<file path="src/rtl/aowdt_regs.vh">
`ifndef AOWDT_REGS_VH
`define AOWDT_REGS_VH
// register byte addresses
`define AOWDT_ADDR_WDCTL 4'h0
`define AOWDT_ADDR_SYSCTL 4'h4
`define AOWDT_ADDR_STAT 4'h8
`define AOWDT_ADDR_MASK 4'hc
`define AOWDT_ADDR_CORE 5'h10
// watchdog_control fields and reset value
`define AOWDT_WDCTL_RESET 8'h53
`define AOWDT_KEY_LSB 3
`define AOWDT_KEY_A 5'h15
`define AOWDT_KEY_B 5'h0a
// system_control fields
`define AOWDT_KEYFLAG_BIT 0
`define AOWDT_TOFLAG_BIT 1
`define AOWDT_PDFLAG_BIT 2
// status / mask bits
`define AOWDT_EV_TIMEOUT 0
`define AOWDT_EV_KEYRST 1
`define AOWDT_EV_WAKE 2
// timing
`define AOWDT_SYS_HZ 125000000
`define AOWDT_SUB_HZ 32000
`define AOWDT_SUB_DIV (`AOWDT_SYS_HZ / `AOWDT_SUB_HZ)
`define AOWDT_DEBOUNCE_TICKS 2
`define AOWDT_RESET_PULSE 3'h4
`endif

</file>
<file path="src/rtl/aowdt_counter.v">
`timescale 1ns/100ps
module aowdt_counter (
  input wire sysClk,
  input wire arstN,
  input wire subTick,
  input wire clear,
  input wire [2:0] timeoutSelect,
  output reg overflow
);
  reg [18:0] count;
  // tap bit for a select code
  function [4:0] tapBit;
    input [2:0] sel;
    begin
      case (sel)
        3'h0: tapBit = 5'd8;
        3'h1: tapBit = 5'd10;
        3'h2: tapBit = 5'd12;
        3'h3: tapBit = 5'd14;
        3'h4: tapBit = 5'd15;
        3'h5: tapBit = 5'd16;
        3'h6: tapBit = 5'd17;
        default: tapBit = 5'd18;
      endcase
    end
  endfunction
  wire tapHit = count[tapBit(timeoutSelect)];
  // counts only sub clock ticks, never system cycles
  // no enable input exists, so it cannot be stopped
  always @(posedge sysClk or negedge arstN)
  begin
    if (!arstN)
    begin
      count <= 19'h00000;
      overflow <= 1'b0;
    end
    else if (clear)
    begin
      count <= 19'h00000;
      overflow <= 1'b0;
    end
    else if (tapHit)
    begin
      count <= 19'h00000; // restart after overflow
      overflow <= 1'b1;
    end
    else
    begin
      if (subTick)
        count <= count + 19'h00001;
      overflow <= 1'b0;
    end
  end
endmodule

</file>
<file path="src/rtl/aowdt_sub_tick.v">
`timescale 1ns/100ps
`include "aowdt_regs.vh"
module aowdt_sub_tick #(
  parameter DIV = `AOWDT_SUB_DIV
) (
  input wire sysClk,
  input wire arstN,
  output reg subTick
);
  reg [15:0] count;
  // divider models the low-speed oscillator as an enable pulse
  always @(posedge sysClk or negedge arstN)
  begin
    if (!arstN)
    begin
      count <= 16'h0000;
      subTick <= 1'b0;
    end
    else if (count == DIV[15:0] - 16'h0001)
    begin
      count <= 16'h0000;
      subTick <= 1'b1;
    end
    else
    begin
      count <= count + 16'h0001;
      subTick <= 1'b0;
    end
  end
endmodule

</file>
<file path="src/rtl/aowdt_top.v">
// What this block does
// watchdog counts only sub clock ticks
// select code picks 2^8..2^18 timeout
// watchdog cannot be turned off
// reset loads control with 01010011
// sleep timeout keeps control register unchanged
// bad key resets on the 2nd sub tick
// key reset sets flag, software clears
// normal overflow gives full reset, timeout flag
// sleep overflow resets only pc and sp
// key reset, clear, halt clear counter
// software clears before timeout expires
// halt clears watchdog, sets pd, clears to
// sleep overflow wakes device
// free counter restarts on clear, tap overflow
`timescale 1ns/100ps
`include "aowdt_regs.vh"
module aowdt_top #(
  parameter SUB_DIV = `AOWDT_SUB_DIV
) (
  input wire sys_clk,
  input wire arst_n,
  input wire [31:0] s_axi_awaddr,
  input wire s_axi_awvalid,
  output wire s_axi_awready,
  input wire [31:0] s_axi_wdata,
  input wire [3:0] s_axi_wstrb,
  input wire s_axi_wvalid,
  output wire s_axi_wready,
  output reg [1:0] s_axi_bresp,
  output reg s_axi_bvalid,
  input wire s_axi_bready,
  input wire [31:0] s_axi_araddr,
  input wire s_axi_arvalid,
  output wire s_axi_arready,
  output reg [31:0] s_axi_rdata,
  output reg [1:0] s_axi_rresp,
  output reg s_axi_rvalid,
  input wire s_axi_rready,
  input wire clearWatchdogInstr,
  input wire haltInstr,
  output reg fullReset,
  output reg pcSpReset,
  output reg wakeUp,
  output reg powerDown,
  output wire irq
);
  reg [7:0] watchdogControl;
  reg keyResetFlag;
  reg timeoutFlag;
  reg powerDownFlag;
  reg [2:0] status;
  reg [2:0] mask;
  reg awHeld;
  reg wHeld;
  reg [31:0] awAddr;
  reg [31:0] wData;
  reg wStrb0;
  reg [1:0] debounce;
  reg [2:0] rstCount;
  wire subTick;
  wire overflow;
  wire keyBad;
  wire keyReset;
  wire doWrite;
  wire [3:0] wAddr;
  wire counterClear;
  wire [2:0] events;
  wire ctlWrite;

  aowdt_sub_tick #(
    .DIV(SUB_DIV)
  ) uTick (
    .sysClk(sys_clk),
    .arstN(arst_n),
    .subTick(subTick)
  );

  // clear on key reset, clear instruction, or halt
  assign counterClear = keyReset | clearWatchdogInstr | haltInstr;

  aowdt_counter uCount (
    .sysClk(sys_clk),
    .arstN(arst_n),
    .subTick(subTick),
    .clear(counterClear),
    .timeoutSelect(watchdogControl[2:0]),
    .overflow(overflow)
  );

  // key check: only two patterns keep running
  function keyOk;
    input [4:0] key;
    begin
      keyOk = (key == `AOWDT_KEY_A) || (key == `AOWDT_KEY_B);
    end
  endfunction
  assign keyBad = !keyOk(watchdogControl[7:`AOWDT_KEY_LSB]);

  // debounce across sub ticks so a glitch on the key is not fatal
  always @(posedge sys_clk or negedge arst_n)
  begin
    if (!arst_n)
      debounce <= 2'h0;
    else if (!keyBad)
      debounce <= 2'h0;
    else if (subTick && debounce != `AOWDT_DEBOUNCE_TICKS)
      debounce <= debounce + 2'h1;
  end
  assign keyReset = keyBad && subTick &&
    (debounce == `AOWDT_DEBOUNCE_TICKS - 1);

  // write channel: address and data taken in either order
  assign s_axi_awready = !awHeld;
  assign s_axi_wready = !wHeld;
  assign doWrite = awHeld && wHeld && !s_axi_bvalid;
  assign wAddr = awAddr[3:0];
  assign ctlWrite = doWrite && wStrb0 && awAddr[31:4] == 28'h0000000 &&
    wAddr == `AOWDT_ADDR_WDCTL;

  always @(posedge sys_clk or negedge arst_n)
  begin
    if (!arst_n)
    begin
      awHeld <= 1'b0;
      wHeld <= 1'b0;
      awAddr <= 32'h00000000;
      wData <= 32'h00000000;
      wStrb0 <= 1'b0;
      s_axi_bvalid <= 1'b0;
      s_axi_bresp <= 2'h0;
    end
    else
    begin
      if (s_axi_awvalid && !awHeld)
      begin
        awHeld <= 1'b1;
        awAddr <= s_axi_awaddr;
      end
      if (s_axi_wvalid && !wHeld)
      begin
        wHeld <= 1'b1;
        wData <= s_axi_wdata;
        wStrb0 <= s_axi_wstrb[0];
      end
      if (doWrite)
      begin
        awHeld <= 1'b0;
        wHeld <= 1'b0;
        s_axi_bvalid <= 1'b1;
        if (awAddr[31:4] == 28'h0000000 && awAddr[1:0] == 2'h0)
          s_axi_bresp <= 2'h0;
        else
          s_axi_bresp <= 2'h2;
      end
      else if (s_axi_bvalid && s_axi_bready)
        s_axi_bvalid <= 1'b0;
    end
  end

  // control register: reset value carries valid key and 2^14 code
  always @(posedge sys_clk or negedge arst_n)
  begin
    if (!arst_n)
      watchdogControl <= `AOWDT_WDCTL_RESET;
    else if (keyReset || (fullReset == 1'b0 && overflow && !powerDown))
      watchdogControl <= `AOWDT_WDCTL_RESET;
    else if (ctlWrite)
      watchdogControl <= wData[7:0];
    // overflow while powered down leaves it alone
  end

  // system flags; hardware set wins over software clear
  always @(posedge sys_clk or negedge arst_n)
  begin
    if (!arst_n)
    begin
      keyResetFlag <= 1'b0;
      timeoutFlag <= 1'b0;
      powerDownFlag <= 1'b0;
      powerDown <= 1'b0;
    end
    else
    begin
      if (keyReset)
        keyResetFlag <= 1'b1;
      else if (doWrite && wStrb0 && awAddr[31:4] == 28'h0000000 &&
        wAddr == `AOWDT_ADDR_SYSCTL && !wData[`AOWDT_KEYFLAG_BIT])
        keyResetFlag <= 1'b0;
      if (overflow)
        timeoutFlag <= 1'b1;
      else if (haltInstr)
        timeoutFlag <= 1'b0;
      if (haltInstr)
        powerDownFlag <= 1'b1;
      else if (clearWatchdogInstr)
        powerDownFlag <= 1'b0;
      if (haltInstr)
        powerDown <= 1'b1;
      else if (overflow)
        powerDown <= 1'b0; // woken by overflow
    end
  end

  // reset pulses and wake strobe
  always @(posedge sys_clk or negedge arst_n)
  begin
    if (!arst_n)
    begin
      rstCount <= 3'h0;
      fullReset <= 1'b0;
      pcSpReset <= 1'b0;
      wakeUp <= 1'b0;
    end
    else
    begin
      wakeUp <= overflow && powerDown;
      pcSpReset <= overflow && powerDown;
      if ((overflow && !powerDown) || keyReset)
      begin
        rstCount <= `AOWDT_RESET_PULSE;
        fullReset <= 1'b1;
      end
      else if (rstCount != 3'h0)
        rstCount <= rstCount - 3'h1;
      else
        fullReset <= 1'b0;
    end
  end

  // sticky interrupt status, write one to clear, set wins
  assign events = {overflow && powerDown, keyReset, overflow};
  always @(posedge sys_clk or negedge arst_n)
  begin
    if (!arst_n)
    begin
      status <= 3'h0;
      mask <= 3'h0;
    end
    else
    begin
      if (doWrite && wStrb0 && awAddr[31:4] == 28'h0000000 &&
        wAddr == `AOWDT_ADDR_STAT)
        status <= (status & ~wData[2:0]) | events;
      else
        status <= status | events;
      if (doWrite && wStrb0 && awAddr[31:4] == 28'h0000000 &&
        wAddr == `AOWDT_ADDR_MASK)
        mask <= wData[2:0];
    end
  end
  assign irq = |(status & mask);

  // read channel, one cycle latency
  assign s_axi_arready = !s_axi_rvalid;
  always @(posedge sys_clk or negedge arst_n)
  begin
    if (!arst_n)
    begin
      s_axi_rvalid <= 1'b0;
      s_axi_rdata <= 32'h00000000;
      s_axi_rresp <= 2'h0;
    end
    else if (s_axi_arvalid && !s_axi_rvalid)
    begin
      s_axi_rvalid <= 1'b1;
      s_axi_rresp <= 2'h0;
      if (s_axi_araddr[31:4] != 28'h0000000 || s_axi_araddr[1:0] != 2'h0)
      begin
        s_axi_rdata <= 32'h00000000;
        s_axi_rresp <= 2'h2;
      end
      else if (s_axi_araddr[3:0] == `AOWDT_ADDR_WDCTL)
        s_axi_rdata <= {24'h000000, watchdogControl};
      else if (s_axi_araddr[3:0] == `AOWDT_ADDR_SYSCTL)
        s_axi_rdata <= {29'h00000000, powerDownFlag, timeoutFlag,
          keyResetFlag};
      else if (s_axi_araddr[3:0] == `AOWDT_ADDR_STAT)
        s_axi_rdata <= {29'h00000000, status};
      else
        s_axi_rdata <= {29'h00000000, mask};
    end
    else if (s_axi_rvalid && s_axi_rready)
      s_axi_rvalid <= 1'b0;
  end
endmodule

</file>
<file path="config.mk">
export PLATFORM = sky130hd
export DESIGN_NAME = aowdt_top
export DESIGN_NICKNAME = d
export VERILOG_FILES = /design/src/rtl/aowdt_counter.v /design/src/rtl/aowdt_sub_tick.v /design/src/rtl/aowdt_top.v
export VERILOG_INCLUDE_DIRS = /design/src /design/src/rtl
export SDC_FILE = /design/constraint.sdc
export NUM_CORES = 1
export LEC_CHECK = 0
export BUFFER_PORTS_ARGS = -buffer_cell sky130_fd_sc_hd__buf_2
export CORE_MARGIN = 2
export CORE_UTILIZATION = 35
export DETAILED_ROUTE_END_ITERATION = 10
export GPL_ROUTABILITY_DRIVEN = 0
export HOLD_SLACK_MARGIN = 0.15
export PLACE_DENSITY = 0.58
export SLEW_MARGIN = 20
export SYNTH_ARGS = -nofsm -noshare
export SYNTH_HDL_FRONTEND = slang
export SYNTH_SLANG_ARGS = --single-unit
</file>
<file path="constraint.sdc">
create_clock -name sys_clk -period 2.2 [get_ports sys_clk]
set_clock_uncertainty 0.2 [all_clocks]
set_input_delay 0.44 -clock sys_clk [delete_from_list [all_inputs] [get_ports sys_clk]]
set_output_delay 0.44 -clock sys_clk [all_outputs]
set_load 0.02 [all_outputs]
</file>
### Word-level counts from Yosys, hierarchy flattened

Index checks and enable logic that the tools add are counted.

| word-level totals | value |
|---|---|
| bits in writable memories | 0 |
| memories kept | 0 |
| latch bits | 0 |
| register bits after elaboration | 143 |
| bits of input ports | 109 |
| ROM bits | 0 |

| operators by class | value |
|---|---|
| divide/modulo/power cells | 0 |
| reduce and logical (&&, ||, !) cells | 53 |
| muxes and demuxes | 41 |
| add/sub/neg operators | 4 |
| shifts and indexed selects | 0 |
| $lt $le $gt $ge | 1 |
| multipliers | 0 |
| bitwise logic cells | 8 |
| eq/ne operators | 17 |

Operators by type and width:

| cell | count |
|---|---|
| $mux 19 | 3 |
| $pmux 5 s7 | 1 |
| $mux 32 | 1 |
| $logic_not 28->1 | 1 |
| $reduce_bool 28->1 | 1 |
| $mux 8 | 3 |
| $logic_and 1x1->1 | 22 |
| $mux 1 | 22 |
| $reduce_bool 2->1 | 11 |
| $add 19x1->19 const B | 1 |
| $add 16x1->16 const B | 1 |
| $eq 16x12->1 const B | 1 |
| $mux 16 | 1 |
| $mux 3 | 5 |
| $eq 4x4->1 const B | 3 |
| $eq 3x3->1 const B | 3 |
| $eq 4x3->1 const B | 2 |
| $logic_not 4->1 | 2 |
| $mux 2 | 4 |
| $logic_not 1->1 | 7 |
| $and 3x3->3 | 2 |
| $eq 3x2->1 const B | 2 |
| $lt 5x6->1 const B | 1 |
| $or 3x3->3 | 2 |
| other kinds (16) | 22 |

### Depth between registers and ports, before layout

| depth | value |
|---|---|
| depth after elaboration | 8 |
| depth in mapped cells | 7 |

### By module

A second synthesis with hierarchy kept.

| unflattened totals | value |
|---|---|
| cell total of the unflattened synthesis | 504 |
| area total of the unflattened synthesis | 5730.5 µm² |

Modules (own cells, without submodules):

| module | times used | cells an instance | area an instance (µm²) | seq. area each (µm²) |
|---|---|---|---|---|
| aowdt_top | 1 | 319 | 3844.9 | 2006.9 |
| aowdt_counter | 1 | 115 | 1092.3 | 500.5 |
| aowdt_sub_tick | 1 | 70 | 793.3 | 425.4 |

### Least setup slack after synthesis

OpenSTA, ideal clock, no wires.

| timing path | value |
|---|---|
| path kind | register to register |
| start point | register watchdogControl[1] |
| end point | register uCount.count[3] |
| library setup time | 0.075 ns |
| path buffers | 0 |
| clock period less this slack | 2.165 ns |
| cell stages (with the launch flop) | 5 |
| data arrival time | 1.889 ns |
| slack | 0.035 ns |
| cell sequence | dfstp_2 > mux4_2 > mux2_2 > a2111o_1 > o21bai_2 |

| between the ends | value |
|---|---|
| cells in the longest elaborated chain, start to end | 6 |
| elaborated cells on any way between the ends | 13 |
| those cells by class | eq/ne (6); mux (5); reduce/logical (2) |

Ends and longest elaborated chain:

| item | RTL line | text |
|---|---|---|
| start: declaration | aowdt_top.v:48 | `reg [7:0] watchdogControl;` |
| start signal: assignment | aowdt_top.v:165 | `` watchdogControl <= `AOWDT_WDCTL_RESET; `` |
| start signal: assignment | aowdt_top.v:167 | `` watchdogControl <= `AOWDT_WDCTL_RESET; `` |
| start signal: assignment | aowdt_top.v:169 | `watchdogControl <= wData[7:0];` |
| $eq 3x3->1, or another cell as far along | aowdt_counter.v:15 | `case (sel)` |
| $pmux 5 s7 * | aowdt_counter.v:15 |  |
| $bmux 1 s5 * | aowdt_counter.v:27 | `wire tapHit = count[tapBit(timeoutSelect)];` |
| $mux 1 (not written as such) * | aowdt_counter.v:27 |  |
| $mux 19 | aowdt_counter.v:42 | `else if (tapHit)` |
| $mux 19 | aowdt_counter.v:37 | `else if (clear)` |
| end signal: assignment | aowdt_counter.v:50 | `count <= count + 19'h00001;` |
| end: declaration | aowdt_counter.v:10 | `reg [18:0] count;` |

Every way passes the cells marked *; elsewhere a longest branch is shown, timed or not. The select of a mux whose other input is x is not followed.
A chain may end at the register's enable or synchronous reset.

### Final worst setup path

Ends and elaborated chain as after synthesis.

==> metrics <==
run status=finished, final reports clean; cell-by-cell trace of the critical path=mux4_2 -> mux2_4 -> a2111o_1 -> o21bai_2; cell area power density=885 nW/um^2; number of core rows=47; maximum fanout encountered on the critical timing path=5; Critical R2R Capture=uCount.count[3]$_DFFE_PN0P_; number of flops mapped to enable cells by yosys=0; core footprint=16400 um^2; vias after detailed routing=4802; length of the first detailed-routing pass in iterations=5; finished layout cell area=7930 um^2; area share of the largest cell type after synthesis=0.488; die width=133 um; source of the worst hold timing path=s_axi_araddr[3]; number of antenna violations at the first check in global routing=0; count of state elements after synthesis=117; wirelength, routed=14.3 mm; count of cell instances traversed by the critical path=4; ys flop type=sky130_fd_sc_hd__dfrtp_1; most common cell in the netlist=sky130_fd_sc_hd__dfrtp_1; final setup violation count=0; cts bufs inserted=17; register-to-register setup slack=0.05 ns; Syn-to-layout area delta=36.8%; crit end category=register; first element of the critical path=watchdogControl[1]$_DFFE_PN1P_; transition time of the tightest slew-check pin=0.669 ns; Clock Sink Count=117; initial cell density of the core=0.353; total of max-cap violations=0; Critical Path AT=2.29 ns; synthesized area divided by synthesized cell count=11.0 um^2; leakage power figure=3.53 nW; root buf cell=sky130_fd_sc_hd__clkbuf_16; synth cell count leaders=113 x sky130_fd_sc_hd__dfrtp_1, 46 x sky130_fd_sc_hd__mux2_2, 33 x sky130_fd_sc_hd__nand2_1, 27 x sky130_fd_sc_hd__buf_4; maximum number of pins on one net before global-route repair=118; DIE HEIGHT=133 um; unique cell type count in the Yosys netlist=61; post-placement cell area=6700 um^2; detail-routed net length per standard cell=15.2 um; fill count=1489; Yosys warning total=0; clock network latency to the later pin of the worst-skew pair=0.41 ns; register area=2930 um^2; leading area contributor after synthesis=sky130_fd_sc_hd__dfrtp_1; Hold Path Class=primary input to register; Final Power=0.00702 W; post-route DRC violation count=0; worst vdd ir=767 uV; unrepaired setup endpoints after global routing=true; Die ar.=17600 um^2; number of failing hold endpoints at the final stage=0; hold path cells=3; max incr delay on CP=0.54 ns; Top-Level Pins=155; maximum clock insertion buffer count=2; share of cells above drive strength 1=0.336; post-detailed-route via-to-cell ratio=5.09; Synth Cell Area=5800 um^2; Achievable Freq=0.465 GHz; wire length of the first global-routing pass=24.4 mm; total routing usage reported by global routing=0.171; nature of the critical path startpoint=register; source of the worst register-to-register timing path=watchdogControl[1]$_DFFE_PN1P_; via count of the first global-routing pass=5000; delay-heaviest family, CP=multiplexers; sequential share of the synthesized area=0.506; Critical Setup Path Class=register to register; highest-delay cell along the critical path=sky130_fd_sc_hd__dfstp_2; number of H-tree branching levels=4; Port Buffer Count=101; leftover overflow at the end of global routing=0; worst slew margin relative to its limit=0.554; Total Negative Setup Slacks=0 ns; Detail Route Antenna Nets=0; critical path data required time=2.34 ns; clock tree from TritonCTS=done; synth top area cells=sky130_fd_sc_hd__dfrtp_1 49%, sky130_fd_sc_hd__mux2_2 8.9%, sky130_fd_sc_hd__buf_4 3.5%, sky130_fd_sc_hd__nor4_1 2.4%, sky130_fd_sc_hd__nand2_1 2.1%; Period Utilization, post-route=0.978; number of nets at the end of the flow=828; detailed-placement wirelength estimate=9.98 mm; combined area of the multi-input logic cells=2740 um^2; minimum clock period after layout=2.15 ns; proportion of register bits with asynchronous set or reset after synthesis=1.00; Critical Path Sink=uCount.count[3]$_DFFE_PN0P_; number of diodes=0; Cells after Synth=528; buffer and inverter count on the worst path=0; worst reg2reg path depth=4; max-slew violation count=0; first-iteration detailed-routing DRC count=357; clock transition time at the flip-flop clock pins of the worst setup and hold paths=0.05 ns
[logic make-up after synthesis]
group / after synthesis / synth area share
buffers and inverters: 64 / 0.0596
AND/OR/NAND/NOR: 163 / 0.158
XOR/XNOR: 15 / 0.0227
multiplexers: 55 / 0.110
AO/OA/AOI/OAI: 106 / 0.129
adder cells (fa/ha/maj): 7 / 0.0151
other: 1 / 0.000647
flip-flops: 117 / 0.506
[registers in the layout, indices dropped and copies added (netlist names), 2 cells and up]
signal and flops:
uTick.count 16, debounce 2, status 3, rstCount 3
s_axi_rdata 8, awAddr 32, wData 8, mask 3
watchdogControl 8, uCount.count 19
[worst reg2reg max path, cell delays in order (launching register included)]
cell,delay [ns]
sky130_fd_sc_hd__dfstp_2,0.54
sky130_fd_sc_hd__mux4_2,0.49
sky130_fd_sc_hd__mux2_4,0.29
sky130_fd_sc_hd__a2111o_1,0.40
sky130_fd_sc_hd__o21bai_2,0.17
[power by group]
part	switching [W]	internal [W]	leakage, nW
logic	0.000515	0.000650	1.74
clock network	0.000992	0.00192	0.304
registers	0.000356	0.00259	1.49
total	0.00186	0.00516	3.53
[repair_timing]
item / in CTS / in global routing
endpoints found under the setup margin: 9 / 17
gates cloned: 0 / 0
pin swaps: 1 / 2
hold buffers: 48 / 0
gates resized for setup: 4 / 19
setup buffers: 0 / 2
hold endpoints to repair: 160 / 0
[worst min-delay path by stage]
stage / end / slack [ns]
after global routing: s_axi_rdata[1]$_DFFE_PN0P_ / 0.17
after CTS: s_axi_rdata[2]$_DFFE_PN0P_ / 0.16
after detailed placement: uTick.count[15]$_DFF_PN0_ / 0.27
after global placement: timeoutFlag$_DFFE_PN0P_ / 0.26
final: s_axi_rdata[2]$_DFFE_PN0P_ / 0.17
after floorplan: awAddr[0]$_DFFE_PN0P_ / -0.06
[final cells by class]
type | count | area share
sequential | 117 | 0.370
inverter | 19 | 0.00899
tap | 220 | 0.0347
clock inverter | 12 | 0.0224
multi-input combinational | 372 | 0.345
timing repair buffer | 185 | 0.163
clock buffer | 19 | 0.0558
[cell usage in the layout, fill, tap and decap left out, drive strengths merged, types with 8 or more instances in the layout]
| cell | instances |
|---|---|
| o21ai | 18 |
| buf | 137 |
| o211ai | 9 |
| xnor2 | 9 |
| a21oi | 19 |
| nand2 | 33 |
| nor2 | 22 |
| a31oi | 8 |
| nand4 | 18 |
| nand2b | 9 |
| nor3 | 9 |
| dlygate4sd3 | 48 |
| inv | 21 |
| mux2 | 46 |
| clkbuf | 19 |
| dfrtp | 113 |
| nand3 | 12 |
| conb | 26 |
| nor4 | 22 |
[through the flow]
step                       util  hold WS, ns  setup slack [ns]  std cells
after floorplan               -      -0.0556            0.0353        553
after global placement    0.408        0.262           0.00414        863
after detailed placement  0.408        0.267           -0.0441        863
after CTS                 0.476        0.155            0.0188        942
after global routing      0.484        0.171           -0.0241        944
final                     0.484        0.171            0.0486        944
[metal layers]
metal / global-route usage / vias up / part of all wire
met5: 0 / - / 0
met4: 0.0556 / 0 / 0.015
met3: 0.0498 / 17 / 0.048
met2: 0.279 / 133 / 0.49
met1: 0.218 / 2366 / 0.45
li1: - / 2286 / -
(Power assumes the default switching activity.)
